<file path="config.mk">
export PLATFORM = sky130hd
export DESIGN_NAME = sbps_shift_reg
export DESIGN_NICKNAME = d
export VERILOG_FILES = /design/src/sbps_pkg.sv /design/src/sbps_shift_reg.sv
export SDC_FILE = /design/constraint.sdc
export NUM_CORES = 1
export LEC_CHECK = 0
export ABC_CLOCK_PERIOD_IN_PS = 1900
export BUFFER_PORTS_ARGS = -buffer_cell sky130_fd_sc_hd__buf_4
export CELL_PAD_IN_SITES_DETAIL_PLACEMENT = 0
export CELL_PAD_IN_SITES_GLOBAL_PLACEMENT = 1
export CORE_UTILIZATION = 41
export DETAILED_ROUTE_END_ITERATION = 6
export GPL_ROUTABILITY_DRIVEN = 0
export PLACE_DENSITY_LB_ADDON = 0.25
export SLEW_MARGIN = 20
export SYNTH_ARGS = -nofsm -noshare
export SYNTH_HDL_FRONTEND = slang
export SYNTH_SLANG_ARGS = --single-unit
</file>
<file path="constraint.sdc">
create_clock -name i_core_clk -period 1.9 [get_ports i_core_clk]
set_clock_uncertainty 0.1 [all_clocks]
set_input_delay 0.095 -clock i_core_clk [delete_from_list [all_inputs] [get_ports i_core_clk]]
set_output_delay 0.095 -clock i_core_clk [all_outputs]
set_load 0.05 [all_outputs]
</file>
<file path="src/sbps_pkg.sv">
// package for the sixteen bit parallel/serial-in shift register
// assumes a single core clock domain; pins arrive asynchronously
package sbps_pkg;

    localparam int unsigned SBPS_WIDTH      = 16;
    localparam int unsigned SBPS_LAST_STAGE = 15;
    localparam int unsigned SBPS_SYNC_DEPTH = 2;

    // reset values of the pin synchronisers (inactive levels)
    localparam logic SBPS_CS_RST   = 1'h1;
    localparam logic SBPS_CLK_RST  = 1'h0;
    localparam logic SBPS_LOAD_RST = 1'h0;
    localparam logic SBPS_SER_RST  = 1'h0;

    // control pins as one bundle
    typedef struct packed {
        logic chip_select_n;
        logic load_select;
        logic falling_edge_clock;
        logic serial_in;
    } sbps_ctrl_t;

    localparam sbps_ctrl_t SBPS_CTRL_RST = '{
        chip_select_n      : SBPS_CS_RST,
        load_select        : SBPS_LOAD_RST,
        falling_edge_clock : SBPS_CLK_RST,
        serial_in          : SBPS_SER_RST
    };

    typedef logic [SBPS_WIDTH-1:0] sbps_word_t;

    localparam sbps_word_t SBPS_WORD_RST = 16'h0000;

endpackage

</file>
<file path="src/sbps_shift_reg.sv">
// sixteen stage shift register: parallel load or serial shift on a
// falling edge of the pin clock, hold while chip select is high.
// assumes all pins are asynchronous to i_core_clk and that the pin clock
// is much slower than the core clock (each level lasts several core cycles).
`timescale 1ns/1ps
`default_nettype none

module sbps_shift_reg
    import sbps_pkg::*;
(
    // core clock and reset
    input  wire logic       i_core_clk,
    input  wire logic       i_sys_rst,
    // pins from the host
    input  wire logic       i_falling_edge_clock,
    input  wire logic       i_chip_select_n,
    input  wire logic       i_load_select,
    input  wire logic       i_serial_in,
    input  wire sbps_word_t i_parallel_word_inputs,
    // serial output
    output logic            o_serial_out
);

    // what an accepted pin clock edge does in this cycle
    typedef enum logic [1:0]
    {
        SBPS_MODE_IDLE,
        SBPS_MODE_HOLD,
        SBPS_MODE_SHIFT,
        SBPS_MODE_LOAD
    } sbps_mode_t;

    // pin synchronisers
    sbps_ctrl_t ctrl_meta_q;
    sbps_ctrl_t ctrl_meta_d;
    sbps_ctrl_t ctrl_sync_q;
    sbps_ctrl_t ctrl_sync_d;
    sbps_word_t par_meta_q;
    sbps_word_t par_meta_d;
    sbps_word_t par_sync_q;
    sbps_word_t par_sync_d;

    // pin clock edge and mode
    logic       clk_prev_q;
    logic       clk_prev_d;
    logic       selected;
    logic       fall_edge;
    sbps_mode_t mode;

    // register stages and output copy
    sbps_word_t shift_src;
    sbps_word_t stage_q;
    sbps_word_t stage_d;
    logic       serial_out_q;
    logic       serial_out_d;

    // first synchroniser stage; it feeds only the second
    always_comb
    begin
        ctrl_meta_d = '{
            chip_select_n      : i_chip_select_n,
            load_select        : i_load_select,
            falling_edge_clock : i_falling_edge_clock,
            serial_in          : i_serial_in
        };
    end

    // control levels reset to idle: deselected, clock low, no false edge
    always_ff @(posedge i_core_clk)
    begin
        if (i_sys_rst)
        begin
            ctrl_meta_q <= SBPS_CTRL_RST;
        end
        else
        begin
            ctrl_meta_q <= ctrl_meta_d;
        end
    end

    always_comb
    begin
        ctrl_sync_d = ctrl_meta_q;
    end

    // second stage; only this copy is read by the logic
    always_ff @(posedge i_core_clk)
    begin
        if (i_sys_rst)
        begin
            ctrl_sync_q <= SBPS_CTRL_RST;
        end
        else
        begin
            ctrl_sync_q <= ctrl_sync_d;
        end
    end

    always_comb
    begin
        par_meta_d = i_parallel_word_inputs;
        par_sync_d = par_meta_q;
    end

    // data word needs no reset, it is only used on a load edge
    always_ff @(posedge i_core_clk)
    begin
        par_meta_q <= par_meta_d;
        par_sync_q <= par_sync_d;
    end

    // edge seen regardless of select; select only decides whether it acts
    always_comb
    begin
        clk_prev_d = ctrl_sync_q.falling_edge_clock;
        selected   = !ctrl_sync_q.chip_select_n;
        fall_edge  = clk_prev_q & ~ctrl_sync_q.falling_edge_clock;
    end

    // previous level resets to the idle level of the pin clock
    always_ff @(posedge i_core_clk)
    begin
        if (i_sys_rst)
        begin
            clk_prev_q <= SBPS_CLK_RST;
        end
        else
        begin
            clk_prev_q <= clk_prev_d;
        end
    end

    // deselect wins over any edge and either mode level
    always_comb
    begin
        if (!selected)
        begin
            mode = SBPS_MODE_HOLD;
        end
        else if (!fall_edge)
        begin
            mode = SBPS_MODE_IDLE;
        end
        else if (ctrl_sync_q.load_select)
        begin
            mode = SBPS_MODE_LOAD;
        end
        else
        begin
            mode = SBPS_MODE_SHIFT;
        end
    end

    // stage fifteen has no successor, so the top bit simply drops out
    always_comb
    begin
        shift_src = {stage_q[SBPS_WIDTH-2:0], ctrl_sync_q.serial_in};
    end

    // one slice per stage
    for (genvar gi = 0; gi < SBPS_WIDTH; gi++)
    begin : g_stage
        always_comb
        begin
            unique case (mode)
                SBPS_MODE_LOAD:
                begin
                    stage_d[gi] = par_sync_q[gi];
                end
                SBPS_MODE_SHIFT:
                begin
                    stage_d[gi] = shift_src[gi];
                end
                SBPS_MODE_IDLE:
                begin
                    stage_d[gi] = stage_q[gi];
                end
                SBPS_MODE_HOLD:
                begin
                    stage_d[gi] = stage_q[gi];
                end
            endcase
        end
    end

    // stages deliberately not reset, like the part itself
    always_ff @(posedge i_core_clk)
    begin
        stage_q <= stage_d;
    end

    // copy taken from the next value, so it moves on the same edge as stage fifteen
    always_comb
    begin
        serial_out_d = stage_d[SBPS_LAST_STAGE];
    end

    // output must be driven from reset, so only this copy is reset
    always_ff @(posedge i_core_clk)
    begin
        if (i_sys_rst)
        begin
            serial_out_q <= SBPS_WORD_RST[SBPS_LAST_STAGE];
        end
        else
        begin
            serial_out_q <= serial_out_d;
        end
    end

    assign o_serial_out = serial_out_q;

endmodule

`default_nettype wire

</file>
# Yosys cells after proc, flatten, opt, wreduce, memory -nomap -nowiden
# Index checks and enable logic that the tools add are counted.
[word_totals]
register_bits = 58
wordCells = 40
[classes]
eq_ne = 3
n_mux = 19
bitwise_logic = 2
n_reduce_logical = 2
[op_table]
columns = ["cell", "n"]
rows = [
  ["$pmux 1 s2", 15],
  ["$eq 2x2->1 const B", 2],
  ["$mux 2", 2],
  ["$pmux 1 s3", 1],
  ["$eq 2x1->1 const B", 1],
  ["$logic_not 2->1", 1],
  ["$reduce_or 2->1", 1],
  ["$and 1x1->1", 1],
  ["$mux 1", 1],
  ["$not 1->1", 1],
]

# Depth between registers and ports, before layout
[depth]
ltp_word = 7
depth_mapped = 5

# Worst setup path before layout
# Ideal clock, no wire load.
[synth_path]
path_type = "register to register"
startpoint = "reg ctrl_sync_q[3] (netlist bit)"
endpoint = "reg stage_q[10], data pin"
setup_time_ns = 0.260
arrival_ns = 1.655
setup_slack_ns = -0.116
stages_incl_launch_ff = 6
n_path_buf = 2
period_less_slack_ns = 2.016
cell_sequence = "dfxtp_1 nor3b_4 and2b_1 buf_4 buf_12 mux2_4"
[synth_between]
elab_chain_cells = 3
word_cells_on_any_way = 4
cone_classes = "eq/ne (2); mux (2)"
[synth_lines]
columns = ["item", "line", "text"]
rows = [
  ["start, declared", "sbps_shift_reg.sv:36", "sbps_ctrl_t ctrl_sync_q;"],
  ["start signal, assigned", "sbps_shift_reg.sv:95", "ctrl_sync_q <= ctrl_sync_d;"],
  ["$mux 2 (*)", "sbps_shift_reg.sv:136", "if (!selected)"],
  ["$eq 2x2->1", "sbps_shift_reg.sv:165", "unique case (mode)"],
  ["$pmux 1 s2 (*)", "sbps_shift_reg.sv:165", ""],
  ["via stage_d[10]", "sbps_shift_reg.sv:53", "sbps_word_t stage_d;"],
  ["end signal, assigned", "sbps_shift_reg.sv:189", "stage_q <= stage_d;"],
  ["end, declared", "sbps_shift_reg.sv:52", "sbps_word_t stage_q;"],
]
# Mark *: on every way through the listed nets, which the timed path passes. The rest lies on a longest branch.
# A chain may end at the register's enable or synchronous reset.

# Final worst setup path
[layout_path]
startpoint = "reg ctrl_sync_q, in the netlist clk_prev_d"
endpoint = "reg stage_q[14], data pin"
[layout_between]
elab_chain_cells = 6
word_cells_on_any_way = 7
cone_classes = "eq/ne (2); mux (3); bitwise (2)"
[layout_lines]
columns = ["item", "line", "text"]
rows = [
  ["$not 1->1 (*)", "sbps_shift_reg.sv:117", "fall_edge = clk_prev_q & ~ctrl_sync_q.falling_edge_clock;"],
  ["$and 1x1->1 (*)", "sbps_shift_reg.sv:117", ""],
  ["$mux 2 (*)", "sbps_shift_reg.sv:140", "else if (!fall_edge)"],
  ["$mux 2 (*)", "sbps_shift_reg.sv:136", ""],
  ["$eq 2x2->1", "sbps_shift_reg.sv:165", ""],
  ["$pmux 1 s2 (*)", "sbps_shift_reg.sv:165", ""],
  ["via stage_d[14]", "sbps_shift_reg.sv:53", ""],
]
# Marked as above.

==> run metrics <==
outcome finished, final reports clean; sequential share of power 0.540; ratio of cells with drive above 1 in the final layout 0.366; number of antenna violations at the first check in global routing 0; CTS Buf Count 9; CP arrival 1.54 ns; # IOs 23; Synth Warn # 0; Longest Clk Path Bufs 2; switching share of power 0.192; Hold Crit Class reg2reg; area delta synth->final 39.9%; fillers 276; Finished Layout Cells 201; NumNets Final 170; clock share of power 0.410; routed via count 832; CP Capture Type flip-flop; total power 2470 µW; Critical Path RT 1.87 ns; peak supply drop 0.622 mV; flops & latches, synth 58; Synth cell types 14; final slew viol count 0; die area 4290 µm²; Resized cells post-CTS 0; 1st-pass router iterations 2; die height 65.5 µm; # diodes 0; internal power 1990 µW; leakage power 0.000941 µW; Crit Path Category reg2reg; Residual DRC 0; unrepaired setup endpoints after global routing false; Starting Density 0.439; hpwl dp 1.13 mm; drt via density 4.14; CTS H-tree depth 3; P per Cell Area 1070 nW/µm²; max cap viols 0; largest net degree at the start of global routing 19; relative slew slack 0.864; synthesized area 1650 µm²; Hold Vio Cnt, Final 0; Min Hold Slack 0.223 ns; Multi-input gate area 315 µm²; Comb power frac 0.050; iteration-0 DRC count of the detailed router 60; final setup vio count 0; detailed-route wire length per cell 10.9 µm; Storage cell area 1310 µm²; first-pass GRT wire length 3.52 mm; worst skew pair latency 0.32 ns; Startpoint Class flip-flop; worst-margin pin slew 0.198 ns; I/O Buffers 22; post-synthesis net count 112; core region area 3770 µm²; remaining antenna violation count after routing 0; Inst Count DP 160; period utilization 0.826; Clk Tree Root Cell clkbuf_8; final WL 2.18 mm; FP Rows 22; vias in the first global route 838; die width 65.5 µm; total gr overflow 0; CTS tree built; Syn Inst Count 90; CTS sink cnt 58; sequential element share of the synthesized area 0.793; syn_area_per_cell 18.4 µm²; min Tclk post-route 1.57 ns; Max Clk Rate 637 MHz; Global Route Usage Sum 0.124; crit path max fanout 15; clock slew seen by the registers of the worst setup and hold paths 0.06 ns; Psw 472 µW
-- synthesized netlist by cell type --
cell,instances,area share
a211oi_1,1,0.0045
a21oi_1,1,0.0030
and2b_1,1,0.0045
buf_12,1,0.012
buf_4,1,0.0045
dfxtp_1,43,0.52
edfxtp_1,15,0.27
mux2_2,5,0.034
mux2_4,10,0.091
mux2i_1,1,0.0061
nor2_1,1,0.0023
nor2b_1,7,0.026
nor3b_4,1,0.011
or2_2,2,0.0076
-- flip-flops by register name (all words and copies together) (netlist names) --
name / flops
clk_prev_d: 1
ctrl_meta_q: 4
par_meta_q: 16
ctrl_sync_q: 3
clk_prev_q: 1
stage_q: 16
o_serial_out: 1
par_sync_q: 16
-- per-stage QoR --
step	TNS, ns	util	instance area [µm²]	setup WS [ns]
CTS	0	0.614	2310	0.324
global route	0	0.614	2310	0.272
floorplan	-1.11	-	1660	-0.109
finish	0	0.614	2310	0.331
global placement	0	0.499	1880	0.366
detailed placement	0	0.499	1880	0.332
-- power groups by stage --
stage	Clock (µW)	Combinational, µW	Sequential [µW]
floorplan	0	35.0	1360
global placement	0	81.3	1360
detailed placement	0	84.0	1360
CTS	1060	124	1330
global route	1110	132	1340
finish	1010	124	1330
-- what timing repair did --
action / CTS / global route
setup endpoints to repair: 0 / 0
endpoints found under the hold margin: 26 / 0
setup buffers: 0 / 0
hold buffers: 25 / 0
-- routing by layer --
layer	routed length, µm	vias to the layer above	track usage
li1	-	426	-
met3	139	4	0.0833
met2	1020	18	0.170
met4	42	0	0.0978
met1	981	384	0.131
met5	0	-	0
-- cells by family after synthesis --
family / count (synthesis) / synth area share
simple gates: 12 / 0.0522
flops: 58 / 0.793
mux: 16 / 0.131
buf+inv: 2 / 0.0166
compound gates: 2 / 0.00756
-- cell type report --
type                            count  share of cell area
Multi-Input combinational cell     30               0.136
Timing Repair Buffer               49               0.191
Tap cell                           48              0.0259
Clock buffer                       14              0.0751
Sequential cell                    58               0.567
Clock inverter                      2             0.00432
-- critical path, cell delays in order (launching register included) --
cell and delay [ns]:
dfxtp_2 0.33, nor3b_4 0.19, and2b_1 0.19, buf_12 0.17
mux2_2 0.34
-- worst paths after layout --
path	from	to	slack (ns)	depth (start not counted)
max	clk_prev_d	stage_q[14]	0.33	4
min	par_meta_q[5]	par_sync_q[5]	0.22	0
max reg2reg	clk_prev_d	stage_q[14]	0.33	4
min reg2reg	par_meta_q[5]	par_sync_q[5]	0.22	0
-- cell usage in the layout, fill, tap and decap left out, drive strengths merged, types with 2 or more instances in the layout --
master / count
or2: 2
edfxtp: 15
clkbuf: 14
mux2: 15
nor2b: 7
dfxtp: 43
buf: 24
dlygate4sd3: 25
clkinv: 2
(Power assumes the default switching activity.)
